$ cat src/hw/sram_port_pkg.sv
// constants for the external static memory controller
package sram_port_pkg;
  localparam int ADDR_W = 15;
  localparam int DATA_W = 8;
  localparam int CLK_PERIOD_NS = 50;
  // access and cycle figures of the slowest speed grade
  localparam int INDEX_ACCESS_TIME_NS = 70;
  localparam int READ_CYCLE_TIME_NS = 70;
  localparam int SELECT_ACCESS_TIME_NS = 70;
  localparam int DRIVE_ACCESS_TIME_NS = 15;
  localparam int STROBE_PULSE_WIDTH_NS = 70;
  localparam int STROBE_TO_FLOAT_DELAY_NS = 30;
  localparam int DATA_HOLD_NS = 5;
  // cycle counts, least times rounded up
  localparam int READ_WAIT_CYC = (INDEX_ACCESS_TIME_NS + CLK_PERIOD_NS - 1) / CLK_PERIOD_NS;
  localparam int FLOAT_WAIT_CYC = (STROBE_TO_FLOAT_DELAY_NS + CLK_PERIOD_NS - 1) / CLK_PERIOD_NS;
  localparam int STROBE_CYC = (STROBE_PULSE_WIDTH_NS + CLK_PERIOD_NS - 1) / CLK_PERIOD_NS;
  localparam int HOLD_CYC = (DATA_HOLD_NS + CLK_PERIOD_NS - 1) / CLK_PERIOD_NS;
  localparam logic [3:0] CNT_ZERO = 4'h0;
endpackage

$ cat src/hw/sram_port_host.sv
// host controller driving an asynchronous 32k x 8 static memory over its pins
`timescale 1ns/1ps
// How it works
// - write uses strobe low with both selects
// - read holds drive enable low for data
// - index held a full read cycle
// - select starts read, controls held steady
// - strobe rises first, ending the write
// - host drives data after strobe float delay
// - active-low select released after strobe, never ends early; active-high select stays high
module sram_port_host (
  // clock and control
  input wire logic i_clk,
  input wire logic i_reset_n,
  input wire logic i_clk_en,
  // user request
  input wire logic i_req_valid,
  input wire logic i_req_write,
  input wire logic [sram_port_pkg::ADDR_W-1:0] i_req_index,
  input wire logic [sram_port_pkg::DATA_W-1:0] i_req_wdata,
  output logic o_req_ready,
  output logic o_rsp_valid,
  output logic [sram_port_pkg::DATA_W-1:0] o_rsp_rdata,
  // memory pins
  output logic [sram_port_pkg::ADDR_W-1:0] o_mem_index,
  output logic o_select_active_low_n,
  output logic o_select_active_high,
  output logic o_write_strobe_n,
  output logic o_drive_enable_n,
  output logic [sram_port_pkg::DATA_W-1:0] o_mem_data,
  output logic o_mem_data_oe,
  input wire logic [sram_port_pkg::DATA_W-1:0] i_mem_data
);
  typedef enum logic [5:0] {
    ST_IDLE = 6'b00_0001,
    ST_READ = 6'b00_0010,
    ST_WSTROBE = 6'b00_0100,
    ST_WDATA = 6'b00_1000,
    ST_WHOLD = 6'b01_0000,
    ST_DONE = 6'b10_0000
  } state_t;

  typedef struct packed {
    state_t state;
    logic [3:0] cnt;
    logic [sram_port_pkg::ADDR_W-1:0] index;
    logic [sram_port_pkg::DATA_W-1:0] wdata;
    logic [sram_port_pkg::DATA_W-1:0] rdata;
    logic sel_n;
    logic strobe_n;
    logic drive_n;
    logic data_oe;
    logic rsp;
    logic [sram_port_pkg::DATA_W-1:0] sync1;
    logic [sram_port_pkg::DATA_W-1:0] sync2;
  } regs_t;

  localparam logic [3:0] READ_CNT = 4'(sram_port_pkg::READ_WAIT_CYC + 2); // two sync stages
  localparam logic [3:0] FLOAT_CNT = 4'(sram_port_pkg::FLOAT_WAIT_CYC);
  localparam logic [3:0] STROBE_CNT = 4'(sram_port_pkg::STROBE_CYC);
  localparam logic [3:0] HOLD_CNT = 4'(sram_port_pkg::HOLD_CYC);

  regs_t r;
  regs_t next_r;

  // request handshake is combinational
  assign o_req_ready = (r.state == ST_IDLE);

  // pins straight from flip-flops, except the active-high select, which is tied high
  assign o_mem_index = r.index;
  assign o_select_active_low_n = r.sel_n;
  assign o_select_active_high = 1'b1;
  assign o_write_strobe_n = r.strobe_n;
  assign o_drive_enable_n = r.drive_n;
  assign o_mem_data = r.wdata;
  assign o_mem_data_oe = r.data_oe;
  assign o_rsp_valid = r.rsp;
  assign o_rsp_rdata = r.rdata;

  // next state
  always_comb begin
    next_r = r;
    next_r.rsp = 1'b0;
    next_r.sync1 = i_mem_data;
    next_r.sync2 = r.sync1;
    if (r.cnt != sram_port_pkg::CNT_ZERO) begin
      next_r.cnt = r.cnt - 4'h1;
    end
    case (r.state)
      ST_IDLE: begin
        next_r.sel_n = 1'b1;
        next_r.strobe_n = 1'b1;
        next_r.drive_n = 1'b1;
        next_r.data_oe = 1'b0;
        if (i_req_valid) begin
          next_r.index = i_req_index;
          next_r.wdata = i_req_wdata;
          next_r.sel_n = 1'b0;
          if (i_req_write) begin
            // strobe and select fall together, so the pulse counts from here
            next_r.strobe_n = 1'b0;
            next_r.cnt = FLOAT_CNT;
            next_r.state = ST_WSTROBE;
          end else begin
            next_r.drive_n = 1'b0;
            // wait covers index, select and drive limits at once
            next_r.cnt = READ_CNT;
            next_r.state = ST_READ;
          end
        end
      end
      ST_READ: begin
        if (r.cnt == sram_port_pkg::CNT_ZERO) begin
          next_r.rdata = r.sync2;
          next_r.rsp = 1'b1;
          next_r.sel_n = 1'b1;
          next_r.drive_n = 1'b1;
          next_r.state = ST_DONE;
        end
      end
      ST_WSTROBE: begin
        // memory floats once the strobe is low; wait before driving
        if (r.cnt == sram_port_pkg::CNT_ZERO) begin
          next_r.data_oe = 1'b1;
          next_r.cnt = STROBE_CNT;
          next_r.state = ST_WDATA;
        end
      end
      ST_WDATA: begin
        if (r.cnt == sram_port_pkg::CNT_ZERO) begin
          next_r.strobe_n = 1'b1;
          next_r.cnt = HOLD_CNT;
          next_r.state = ST_WHOLD;
        end
      end
      ST_WHOLD: begin
        // data held past the rising strobe so the capture is clean
        if (r.cnt == sram_port_pkg::CNT_ZERO) begin
          next_r.data_oe = 1'b0;
          next_r.sel_n = 1'b1;
          next_r.rsp = 1'b1;
          next_r.state = ST_DONE;
        end
      end
      ST_DONE: begin
        // one idle cycle keeps index stable a full read cycle
        next_r.state = ST_IDLE;
      end
      default: begin
        next_r.state = ST_IDLE;
      end
    endcase
  end

  // state register, frozen while the enable is low
  always_ff @(posedge i_clk) begin
    if (!i_reset_n) begin
      r <= '{state: ST_IDLE, cnt: 4'h0, index: 15'h0000, wdata: 8'h00, rdata: 8'h00,
             sel_n: 1'b1, strobe_n: 1'b1, drive_n: 1'b1, data_oe: 1'b0, rsp: 1'b0,
             sync1: 8'h00, sync2: 8'h00};
    end else if (i_clk_en) begin
      r <= next_r;
    end
  end
endmodule

$ cat config.mk
export PLATFORM = sky130hd
export DESIGN_NAME = sram_port_host
export DESIGN_NICKNAME = d
export VERILOG_FILES = /design/src/hw/sram_port_pkg.sv /design/src/hw/sram_port_host.sv
export SDC_FILE = /design/constraint.sdc
export NUM_CORES = 1
export LEC_CHECK = 0
export BUFFER_PORTS_ARGS = -buffer_cell sky130_fd_sc_hd__clkbuf_2
export CAP_MARGIN = 30
export CORE_MARGIN = 3
export CORE_UTILIZATION = 35
export CTS_CLUSTER_DIAMETER = 200
export DETAILED_ROUTE_END_ITERATION = 8
export GPL_ROUTABILITY_DRIVEN = 0
export HOLD_SLACK_MARGIN = 0.06
export SYNTH_ARGS = -nofsm -noshare
export SYNTH_HDL_FRONTEND = slang
export SYNTH_SLANG_ARGS = --single-unit
$ cat constraint.sdc
create_clock -name i_clk -period 2.9 [get_ports i_clk]
set_clock_uncertainty 0.05 [all_clocks]
set_input_delay 0.29 -clock i_clk [delete_from_list [all_inputs] [get_ports i_clk]]
set_output_delay 0.29 -clock i_clk [all_outputs]
set_load 0.005 [all_outputs]
* After elaboration in Yosys (flattened, before gate mapping)
Index checks and enable logic that the tools add are counted.
Word-level totals: bits in registers 62, logic and storage cells 58
Operators by class: add/subtract/negate cells 1, equal/unequal tests 11, mux-type cells 20, reduce and logical (&&, ||, !) cells 14
Operators by type and width (count):
- $mux W33 | 1
- $pmux W6 S4 | 1
- $mux W10 | 2
- $pmux W4 S3 | 1
- $reduce_and A3 Y1 | 4
- $ne A2 B2 Y1 const B | 5
- $reduce_and A4 Y1 | 2
- $mux W7 | 1
- $eq A6 B1 Y1 const B | 1
- $eq A6 B2 Y1 const B | 1
- $eq A6 B3 Y1 const B | 1
- $eq A6 B4 Y1 const B | 1
- $eq A6 B5 Y1 const B | 1
- $mux W6 | 1
- $pmux W1 S2 | 3
- $pmux W1 S3 | 2
- $reduce_bool A3 Y1 | 2
- $mux W1 | 5
- $reduce_and A5 Y1 | 1
- $logic_not A4 Y1 | 1
- $mux W4 | 1
- $reduce_bool A2 Y1 | 2
- $reduce_bool A4 Y1 | 1
- $sub A4 B1 Y4 const B | 1
- other kinds (4) | 4

* Longest topological paths before layout
Gate-level depths: netlist (run 1).
word-level depth 4, gate-level depth with buffers 8, mapped depth without buffers 8

* Worst setup path after synthesis (run 1)
Ideal clock, no wire load.
kind flip-flop to flip-flop, start register r[52] (netlist name), end register r[52] (netlist name), library setup time 81 ps, arrival time 1730 ps, setup slack 1039 ps, stages on the path, launching flop included 8, buffers on the path 0, period minus slack after synthesis 1861 ps, cells stage by stage dfxtp_1 -> inv_1 -> ha_1 -> nor3b_2 -> clkinv_1 -> ha_1 -> a211o_1 -> a41oi_1
On the way: longest elaborated chain between the ends 4, elaborated cells on any way between the ends 8, those cells by class add/sub (1); mux (5); reduce/logical (2)
Ends and longest elaborated chain:
- start: declaration | line sram_port_host.sv:63 | regs_t r;
- start signal: assignment | line sram_port_host.sv:158 | r <= '{state: ST_IDLE, cnt: 4'h0, index: 15'h0000, wdata: 8'h00, rdata: 8'h00,
- start signal: assignment | line sram_port_host.sv:162 | r <= next_r;
- $sub A4 B1 Y4 or $reduce_bool A4 Y1 (tied branches) | line sram_port_host.sv:87, sram_port_host.sv:86
- $mux W4 | line sram_port_host.sv:86 | if (r.cnt != sram_port_pkg::CNT_ZERO) begin
- $mux W10, or another cell as far along | line sram_port_host.sv:130 | if (r.cnt == sram_port_pkg::CNT_ZERO) begin
- $pmux W4 S3 * | line sram_port_host.sv:89 | case (r.state)
Mark *: on every way between the ends. The rest lies on a longest branch, timed or not. The select of a mux whose other input is x is not followed. A chain may end at the register's enable or synchronous reset.

* Final worst setup path (run 1)
Same ends and word-level chain as after synthesis.

==> impl_metrics.sql, run 1 <==
INSERT INTO impl_metrics (metric_group, metric, value, unit) VALUES
('outcome', 'outcome', 'finished clean', ''),
('global_route', 'antenna_found_initial', '0', ''),
('power', 'post-layout-total-power', '1.94', 'mW'),
('logic_synthesis', 'synth_nets', '365', ''),
('sta', 'final-max-slew-violation-count', '0', ''),
('setup_path', 'crit_path_end_kind', 'register', ''),
('drt', 'dr_total_vias', '2276', ''),
('cells_and_area', 'seqCellArea', '0.00124', 'sq mm'),
('clocking', 'cts_setup_buffers', '0', ''),
('cells_and_area', 'diodes', '0', ''),
('power', 'vdd.ir_drop.worst', '0.299', 'mV'),
('global_route', 'grt_start_max_net_pins', '32', ''),
('logic_synthesis', 'synth_top_area_cell', 'sky130_fd_sc_hd__dfxtp_1', ''),
('logic_synthesis', 'synth_async_sr_flop_share', '0', ''),
('cells_and_area', 'syn_to_final_growth', '13.5', '%'),
('drt', 'drt-pass1-iter-count', '4', ''),
('logic_synthesis', 'edff_count_synth', '0', ''),
('cells_and_area', 'final_net_count', '402', ''),
('floorplanning', 'num_io_pins', '74', ''),
('clocking', 'ctsHoldBuffers', '0', ''),
('sta', 'timing.setup.tns', '0', 'ns'),
('drt', 'drc', '0', ''),
('drt', 'drt_iter0_markers', '83', ''),
('drt', 'detail_route.wl_per_cell', '12.8', 'um'),
('logic_synthesis', 'library_cells_used_by_synthesis', '49', ''),
('global_route', 'first_global_vias', '2176', ''),
('setup_path', 'cp-start-kind', 'register', ''),
('floorplanning', 'die_y', '96.1', 'um'),
('cells_and_area', 'fillCellCount', '823', ''),
('global_route', 'global_route_usage_over_all_layers', '0.137', ''),
('global_route', 'grt_overflow_total', '0', ''),
('clocking', 'cts_inserted_buffers', '9', ''),
('cells_and_area', 'commonest_non_fill_non_tap_cell_in_the_layout', 'sky130_fd_sc_hd__clkbuf_2', ''),
('power', 'powerDensity', '601', 'mW/mm^2'),
('clocking', 'ctsLongestPathBuffers', '2', ''),
('sta', 'timing.final.hold_violations', '0', ''),
('floorplanning', 'design.core.area', '0.00781', 'sq mm'),
('setup_path', 'cp.required', '3.11', 'ns'),
('logic_synthesis', 'synthesis.area', '0.00284', 'sq mm'),
('setup_path', 'launch_instance_of_the_worst_register_to_register_path', 'r[52]$_SDFFE_PN0P_', ''),
('clocking', 'clk_transition_reported_paths', '0.08', 'ns'),
('setup_path', 'worst_ep_arrival_time', '2.35', 'ns'),
('drt', 'post_drt_via_cell_ratio', '4.84', ''),
('floorplanning', 'std_cell_rows', '32', ''),
('clocking', 'cts-root-buf', 'sky130_fd_sc_hd__clkbuf_8', ''),
('sta', 'fin_crit', '2.14', 'ns'),
('setup_path', 'maximum_fanout_along_the_worst_path', '9', ''),
('clocking', 'clock_latency', '0.33', 'ns'),
('setup_path', 'r2r_end', 'r[52]$_SDFFE_PN0P_', ''),
('clocking', 'tritoncts', 'done', ''),
('power', 'power_leakage', '1.42', 'nW'),
('floorplanning', 'floorplan.die.width', '96.1', 'um'),
('clocking', 'htree_num_levels', '3', ''),
('place', 'port-buffer-count', '72', ''),
('cells_and_area', 'multi_input_area', '0.00124', 'sq mm'),
('drt', 'final_antenna_net_count', '0', ''),
('setup_path', 'worst_setup_path_startpoint', 'r[52]$_SDFFE_PN0P_', ''),
('global_route', 'grt_pass1_wl', '9.85', 'mm'),
('logic_synthesis', 'leading_post_synthesis_cells_by_cell_area', 'sky130_fd_sc_hd__dfxtp_1, sky130_fd_sc_hd__mux2i_1, sky130_fd_sc_hd__buf_4, sky130_fd_sc_hd__nand2_1, sky130_fd_sc_hd__a21oi_1', ''),
('min_path', 'hold_crit_class', 'in -> reg', ''),
('floorplanning', 'initial_utilization', '0.364', ''),
('clocking', 'cts.sink_count', '62', ''),
('setup_path', 'worst-r2r-setup-slack', '0.76', 'ns'),
('place', 'hpwlAfterDp', '4.32', 'mm'),
('logic_synthesis', 'synth_largest_type_area_fraction', '0.437', ''),
('setup_path', 'worst_setup_path_endpoint', 'r[52]$_SDFFE_PN0P_', ''),
('setup_path', 'worst_r2r_path_depth', '7', ''),
('logic_synthesis', 'sequential_share_of_the_synthesized_area', '0.437', ''),
('sta', 'setup_viol', '0', ''),
('drt', 'wl', '5.99', 'mm'),
('cells_and_area', 'layout-drive-gt1-share', '0.274', '');
[worst max-delay path: stages (launching register included)]
cell	delay, ns
sky130_fd_sc_hd__dfxtp_1	0.34
sky130_fd_sc_hd__inv_1	0.09
sky130_fd_sc_hd__ha_1	0.18
sky130_fd_sc_hd__nor3b_2	0.30
sky130_fd_sc_hd__clkinv_1	0.31
sky130_fd_sc_hd__ha_1	0.36
sky130_fd_sc_hd__a211o_1	0.27
sky130_fd_sc_hd__a41oi_1	0.18
[how the worst min path moves through the flow]
stage	depth (start not counted)	to	from
after floorplan	2	o_mem_data[0]$_SDFFE_PN0P_	i_req_wdata[0]
after global placement	2	o_mem_index[11]$_SDFFE_PN0P_	o_mem_index[11]$_SDFFE_PN0P_
after detailed placement	2	o_mem_index[11]$_SDFFE_PN0P_	o_mem_index[11]$_SDFFE_PN0P_
after CTS	3	o_mem_index[2]$_SDFFE_PN0P_	i_req_index[2]
after global routing	3	o_mem_data[7]$_SDFFE_PN0P_	i_req_wdata[7]
final	3	o_mem_index[2]$_SDFFE_PN0P_	i_req_index[2]
[synth_stat cells, drive strengths merged, types with 2 or more instances]
cell / instances
a211o: 2
a21oi: 31
buf: 40
clkbuf: 11
dfxtp: 62
ha: 3
inv: 4
mux2i: 27
nand2: 60
nand2b: 2
nand3: 3
nand3b: 2
nand4: 3
nor2: 30
nor2b: 2
nor3: 4
nor3b: 3
nor4: 4
nor4b: 3
o211ai: 2
o21ai: 4
o31ai: 2
or3: 2
[state kept, by name, summed over array words and instances, names as in the netlist]
register	count
o_write_strobe_n	1
next_r	8
o_drive_enable_n	1
o_select_active_low_n	1
r	18
o_rsp_valid	1
o_mem_data_oe	1
o_mem_data	8
o_mem_index	15
o_rsp_rdata	8
[stage by stage]
step / hold slack (ns) / util / instance area [sq um] / instances / worst slack [ns]
CTS: 0.102 / 0.413 / 3230 / 470 / 0.766
global placement: 0.392 / 0.387 / 3020 / 454 / 0.910
global route: 0.107 / 0.413 / 3230 / 470 / 0.445
detailed placement: 0.396 / 0.387 / 3020 / 454 / 0.804
floorplan: 0.376 / - / 2840 / 326 / 1.04
finish: 0.122 / 0.413 / 3230 / 470 / 0.759
[routing by layer]
metal | track usage | vias to the layer above | routed length, um
met5 | 0 | - | 0
met4 | 0.0498 | 0 | 68
met3 | 0.0516 | 7 | 466
met2 | 0.217 | 70 | 2780
met1 | 0.167 | 1049 | 2680
li1 | - | 1150 | -
[layout make-up]
class,count,area share
Multi-Input combinational cell,208,0.383
Tap cell,102,0.0396
Clock buffer,9,0.0384
Sequential cell,62,0.385
Clock inverter,7,0.0248
Timing Repair Buffer,77,0.123
Inverter,5,0.00582
[report_power, final]
part | internal [mW] | switching (mW) | total, mW
clock | 0.407 | 0.369 | 0.776
combinational | 0.105 | 0.140 | 0.245
sequential | 0.890 | 0.0278 | 0.918
total | 1.40 | 0.537 | 1.94
[kinds of logic (layout without fill, tap and decap cells)]
family          count (synthesis)  in the layout  synth area share
fa+ha+maj                       3              3            0.0132
mux                            27             27            0.0951
buf+inv                        56             98             0.129
flops                          62             62             0.437
other cells                     1              1           0.00132
simple gates                  120            120             0.194
compound gates                 55             55             0.125
xor+xnor                        2              2           0.00616
Power figures use the tool's default switching activity.
==> run 2: changes to the inputs <==
Clock period 2.9 ns to 2.07 ns, I/O delays scaled along.
==> run 2 against run 1 <==
Compared with the run above:
- final area rose by 11%
- worst setup slack got worse by 0.62 ns
- utilization is 4.5 points higher
- hold slack improved by 0.026 ns
- critical path depth fell by 4
==> impl_metrics.sql, run 2 (synthesis gave the netlist of run 1 again) <==
INSERT INTO impl_metrics (metric_group, metric, value, unit) VALUES
('cells_and_area', 'largest_register_ff_count', '18', ''),
('setup_path', 'critPathTopFamily', 'simple AND/OR/NAND/NOR gates', ''),
('cells_and_area', 'fillCellCount', '797', ''),
('cells_and_area', 'final_net_count', '440', ''),
('sta', 'timing.final.hold_violations', '0', ''),
('drt', 'wl', '6.54', 'mm'),
('setup_path', 'cp-start-kind', 'register', ''),
('global_route', 'global_route_usage_over_all_layers', '0.148', ''),
('setup_path', 'maximum_fanout_along_the_worst_path', '10', ''),
('setup_path', 'worst_ep_arrival_time', '1.68', 'ns'),
('sta', 'timing.setup.tns', '0', 'ns'),
('global_route', 'first_global_vias', '2236', ''),
('sta', 'maxClockFrequency', '517', 'MHz'),
('cells_and_area', 'diodes', '0', ''),
('place', 'port-buffer-count', '72', ''),
('cells_and_area', 'layout-drive-gt1-share', '0.273', ''),
('power', 'vdd.ir_drop.worst', '0.467', 'mV'),
('power', 'powerDensity', '739', 'mW/mm^2'),
('global_route', 'grt_overflow_total', '0', ''),
('setup_path', 'timing_worst_setup_path_type', 'reg -> out', ''),
('floorplanning', 'floorplan.die_area', '0.00924', 'sq mm'),
('setup_path', 'cp.required', '1.81', 'ns'),
('cells_and_area', 'top_register', 'r', ''),
('sta', 'fin_ws', '0.134', 'ns'),
('sta', 'worst-slew-pin-transition', '0.510', 'ns'),
('outcome', 'outcome', 'finished clean', ''),
('floorplanning', 'floorplan.die.width', '96.1', 'um'),
('clocking', 'htree_num_levels', '3', ''),
('floorplanning', 'initial_utilization', '0.364', ''),
('drt', 'dr_total_vias', '2406', ''),
('job', 'maxCapViolations', '0', ''),
('setup_path', 'max_stage_delay_cell_worst_path', 'sky130_fd_sc_hd__or4_4', ''),
('global_route', 'grt_pass1_wl', '10.6', 'mm'),
('drt', 'post_drt_via_cell_ratio', '4.74', ''),
('setup_path', 'cp_slowest_stage_delay', '0.62', 'ns'),
('setup_path', 'cp_num_buf_inv', '1', ''),
('drt', 'drc', '0', ''),
('sta', 'finalCritPeriodShare', '0.935', ''),
('setup_path', 'timing.critical_path.cells', 'or4_4 > nor2_2 > clkbuf_2', ''),
('sta', 'fin_crit', '1.94', 'ns'),
('drt', 'final_antenna_net_count', '0', ''),
('clocking', 'cts-root-buf', 'sky130_fd_sc_hd__clkbuf_8', ''),
('global_route', 'antenna_found_initial', '0', ''),
('cells_and_area', 'commonest_non_fill_non_tap_cell_in_the_layout', 'sky130_fd_sc_hd__clkbuf_2', ''),
('clocking', 'ctsLongestPathBuffers', '2', ''),
('clocking', 'clock_latency', '0.34', 'ns'),
('clocking', 'cts.sink_count', '62', ''),
('setup_path', 'worst-r2r-setup-slack', '0.18', 'ns'),
('drt', 'drt-pass1-iter-count', '4', ''),
('cells_and_area', 'syn_to_final_growth', '25.9', '%'),
('place', 'hpwlAfterDp', '4.46', 'mm'),
('floorplanning', 'die_y', '96.1', 'um'),
('power', 'power_leakage', '1.59', 'nW'),
('clocking', 'cts_inserted_buffers', '9', ''),
('place', 'preCtsSetupSlack', '0.0167', 'ns'),
('sta', 'setup_viol', '0', ''),
('setup_path', 'crit_path_end_kind', 'output port', ''),
('sta', 'slew_headroom', '0.660', ''),
('clocking', 'tritoncts', 'done', ''),
('drt', 'detail_route.wl_per_cell', '12.9', 'um'),
('global_route', 'grt_start_max_net_pins', '29', ''),
('clocking', 'cts_setup_buffers', '0', ''),
('floorplanning', 'num_io_pins', '74', ''),
('sta', 'grt_setup_unrepaired', 'false', ''),
('floorplanning', 'design.core.area', '0.00781', 'sq mm'),
('min_path', 'hold_crit_class', 'in -> reg', ''),
('sta', 'final-max-slew-violation-count', '0', ''),
('clocking', 'clk_transition_reported_paths', '0.07', 'ns'),
('drt', 'drt_iter0_markers', '82', ''),
('floorplanning', 'std_cell_rows', '32', ''),
('cells_and_area', 'layout.cells.most_common_list', 'sky130_fd_sc_hd__clkbuf_2, sky130_fd_sc_hd__dfxtp_1, sky130_fd_sc_hd__nand2_1', '');
==> run 2: power breakdown <==
part	total [mW]	internal [mW]	switching [mW]
Clock	0.940	0.435	0.505
Sequential	1.29	1.25	0.0395
Combinational	0.415	0.203	0.212
Total	2.64	1.89	0.756
==> run 2: timing repair <==
action | CTS | global route
resized for setup | 0 | 3
hold buffers | 31 | 0
endpoints found under the hold margin | 31 | 0
endpoints found under the setup margin | 0 | 10
==> run 2: routing by layer <==
layer  wire (um)  track usage
met1        3000        0.189
met3         417       0.0594
met2        3050        0.230
met5           0            0
met4          74       0.0415
==> run 2: final cells by class <==
cell class              count  area [sq um]  share of cell area
clock buffers               9           124              0.0346
repair buffers            115           773               0.216
inverters                   5          18.8             0.00524
multi-input cells         208          1240               0.348
clock inverters             7          48.8              0.0136
flip-flops and latches     62          1240               0.347
well taps                 102           128              0.0357
==> run 2: worst paths after layout <==
check	from	to	cells past startpoint
setup / recovery	r[57]$_SDFFE_PN0P_	o_req_ready	3
hold / removal	i_req_write	r[58]$_SDFFE_PN0P_	3
setup reg to reg	r[52]$_SDFFE_PN0P_	r[52]$_SDFFE_PN0P_	7
hold reg to reg	o_mem_index[8]$_SDFFE_PN0P_	o_mem_index[8]$_SDFFE_PN0P_	2
==> run 2: per-stage QoR <==
| step | hold WS (ns) | power (mW) | util | instance area, sq um | std cells |
|---|---|---|---|---|---|
| 3_3_place_gp | 0.380 | 1.68 | 0.395 | 3090 | 461 |
| 5_1_grt | 0.158 | 2.79 | 0.458 | 3580 | 508 |
| 3_5_place_dp | 0.387 | 1.68 | 0.395 | 3090 | 461 |
| 2_1_floorplan | 0.293 | 1.57 | - | 2840 | 326 |
| 6_report | 0.148 | 2.64 | 0.458 | 3580 | 508 |
| 4_1_cts | 0.133 | 2.68 | 0.457 | 3570 | 508 |
==> run 2: tightest hold or removal path: cells and delay by family <==
family	cells	cell delay [ns]
buf+inv	1	0.13
simple gates	1	0.09
mux	1	0.06
==> run 3: changes to the inputs <==
Settings changed: BUFFER_PORTS_ARGS -buffer_cell sky130_fd_sc_hd__clkbuf_2 to unset, DONT_BUFFER_PORTS set to 1, PLACE_DENSITY_LB_ADDON set to 0.3.
==> run 3 against run 2 <==
Compared with the run above:
- clock power is 14% higher
- sequential cell count is the same
- sequential share of layout area is 2.9 points higher
- combinational power is 13% lower
- die area unchanged
- critical path type unchanged
==> impl_metrics.sql, run 3 (synthesis gave the netlist of run 1 again) <==
INSERT INTO impl_metrics (metric_group, metric, value, unit) VALUES
('outcome', 'outcome', 'finished clean', ''),
('clocking', 'cts.sink_count', '62', ''),
('drt', 'drt_iter0_markers', '122', ''),
('setup_path', 'maximum_fanout_along_the_worst_path', '10', ''),
('drt', 'drt-pass1-iter-count', '4', ''),
('clocking', 'cts_setup_buffers', '0', ''),
('global_route', 'grt_overflow_total', '0', ''),
('sta', 'grt_setup_unrepaired', 'false', ''),
('sta', 'worst-slew-pin-transition', '0.562', 'ns'),
('global_route', 'first_global_vias', '2039', ''),
('setup_path', 'worst_ep_arrival_time', '1.67', 'ns'),
('floorplanning', 'floorplan.die.width', '96.1', 'um'),
('cells_and_area', 'top_register', 'r', ''),
('job', 'maxCapViolations', '0', ''),
('cells_and_area', 'multi_input_area', '0.00125', 'sq mm'),
('setup_path', 'cp-start-kind', 'register', ''),
('place', 'port-buffer-count', '0', ''),
('cells_and_area', 'syn_to_final_growth', '16.1', '%'),
('global_route', 'global_route_usage_over_all_layers', '0.145', ''),
('setup_path', 'launch_instance_of_the_worst_register_to_register_path', 'r[57]$_SDFFE_PN0P_', ''),
('power', 'power_leakage', '1.31', 'nW'),
('setup_path', 'cp_slowest_stage_delay', '0.62', 'ns'),
('place', 'preCtsSetupSlack', '0.0177', 'ns'),
('global_route', 'grt_pass1_wl', '10.2', 'mm'),
('setup_path', 'max_stage_delay_cell_worst_path', 'sky130_fd_sc_hd__or4_4', ''),
('setup_path', 'timing.critical_path.cells', 'or4_4 > nor2_1 > buf_4', ''),
('sta', 'fin_crit', '1.93', 'ns'),
('clocking', 'clock_latency', '0.34', 'ns'),
('setup_path', 'timing_worst_setup_path_type', 'reg -> out', ''),
('sta', 'fin_ws', '0.140', 'ns'),
('drt', 'post_drt_via_cell_ratio', '4.95', ''),
('cells_and_area', 'layout-drive-gt1-share', '0.112', ''),
('cells_and_area', 'seqCellArea', '0.00124', 'sq mm'),
('cells_and_area', 'fillCellCount', '781', ''),
('clocking', 'cts_inserted_buffers', '9', ''),
('drt', 'detail_route.wl_per_cell', '14.7', 'um'),
('min_path', 'min-delay-start', 'i_clk_en', ''),
('sta', 'maxClockFrequency', '518', 'MHz'),
('power', 'post-layout-total-power', '2.73', 'mW'),
('sta', 'timing.setup.tns', '0', 'ns'),
('clocking', 'ctsLongestPathBuffers', '2', ''),
('drt', 'wl', '6.47', 'mm'),
('sta', 'slew_headroom', '0.625', ''),
('cells_and_area', 'commonest_non_fill_non_tap_cell_in_the_layout', 'sky130_fd_sc_hd__dfxtp_1', ''),
('clocking', 'htree_num_levels', '3', ''),
('drt', 'final_antenna_net_count', '0', ''),
('sta', 'setup_viol', '0', ''),
('floorplanning', 'std_cell_rows', '32', ''),
('drt', 'drc', '0', ''),
('floorplanning', 'initial_utilization', '0.364', ''),
('clocking', 'clk_transition_reported_paths', '0.07', 'ns'),
('setup_path', 'crit_path_end_kind', 'output port', ''),
('setup_path', 'worst_setup_path_startpoint', 'r[57]$_SDFFE_PN0P_', ''),
('clocking', 'tritoncts', 'done', ''),
('floorplanning', 'floorplan.die_area', '0.00924', 'sq mm'),
('drt', 'dr_total_vias', '2177', ''),
('cells_and_area', 'diodes', '0', ''),
('clocking', 'cts-root-buf', 'sky130_fd_sc_hd__clkbuf_8', ''),
('global_route', 'antenna_found_initial', '0', ''),
('floorplanning', 'num_io_pins', '74', ''),
('place', 'hpwlAfterDp', '4.26', 'mm'),
('cells_and_area', 'layout.cells.most_common_list', 'sky130_fd_sc_hd__dfxtp_1, sky130_fd_sc_hd__nand2_1, sky130_fd_sc_hd__dlygate4sd3_1', ''),
('setup_path', 'cp.required', '1.81', 'ns'),
('power', 'vdd.ir_drop.worst', '0.500', 'mV'),
('floorplanning', 'die_y', '96.1', 'um'),
('cells_and_area', 'final_net_count', '372', ''),
('global_route', 'grt_start_max_net_pins', '33', ''),
('min_path', 'hold_crit_class', 'in -> reg', ''),
('sta', 'finalCritPeriodShare', '0.933', ''),
('sta', 'final-max-slew-violation-count', '0', ''),
('cells_and_area', 'largest_register_ff_count', '18', ''),
('floorplanning', 'design.core.area', '0.00781', 'sq mm'),
('sta', 'timing.final.hold_violations', '0', ''),
('power', 'powerDensity', '826', 'mW/mm^2');
[run 3: what timing repair did]
item	in CTS	in global routing
setup endpoints to repair	1	5
hold endpoints to repair	54	0
resized for setup	1	3
hold buffers	35	0
[run 3: area by class of cell]
type / count / area share
inverters: 5 / 0.00644
clock buffers: 11 / 0.0428
multi-input cells: 208 / 0.378
clock inverters: 5 / 0.0178
repair buffers: 47 / 0.140
well taps: 102 / 0.0387
flip-flops and latches: 62 / 0.376
[run 3: critical path, delay by kind of cell (launching register included)]
family                 cells  cell delay (ns)
DFF                        1             0.41
and+or+nand+nor            2             0.78
buffers and inverters      1             0.15
[run 3: worst paths after layout]
check	slack (ns)	cells after the start	to
hold / removal	0.08	2	r[53]$_SDFFE_PN0P_
setup reg to reg	0.17	4	r[53]$_SDFFE_PN0P_
hold reg to reg	0.42	2	o_mem_index[12]$_SDFFE_PN0P_
setup / recovery	0.14	3	o_req_ready
[run 3: metrics by stage]
| step | hold slack (ns) | util | std cells | cell area (sq um) |
|---|---|---|---|---|
| 6_report | 0.0775 | 0.423 | 440 | 3300 |
| 3_3_place_gp | 0.223 | 0.349 | 389 | 2730 |
| 4_1_cts | 0.0653 | 0.421 | 440 | 3290 |
| 2_1_floorplan | 0.293 | - | 326 | 2840 |
| 5_1_grt | 0.0644 | 0.423 | 440 | 3300 |
| 3_5_place_dp | 0.228 | 0.349 | 389 | 2730 |
[run 3: report_power, final]
part | internal (mW) | leakage, nW | switching (mW)
sequential | 1.25 | 0.505 | 0.0477
combinational | 0.171 | 0.704 | 0.188
clock | 0.589 | 0.0955 | 0.483
[run 3: per-layer routing]
layer  track usage  routed length [um]
met3        0.0625                 587
met4        0.0486                  41
met5             0                   0
met2         0.231                3150
met1         0.176                2690
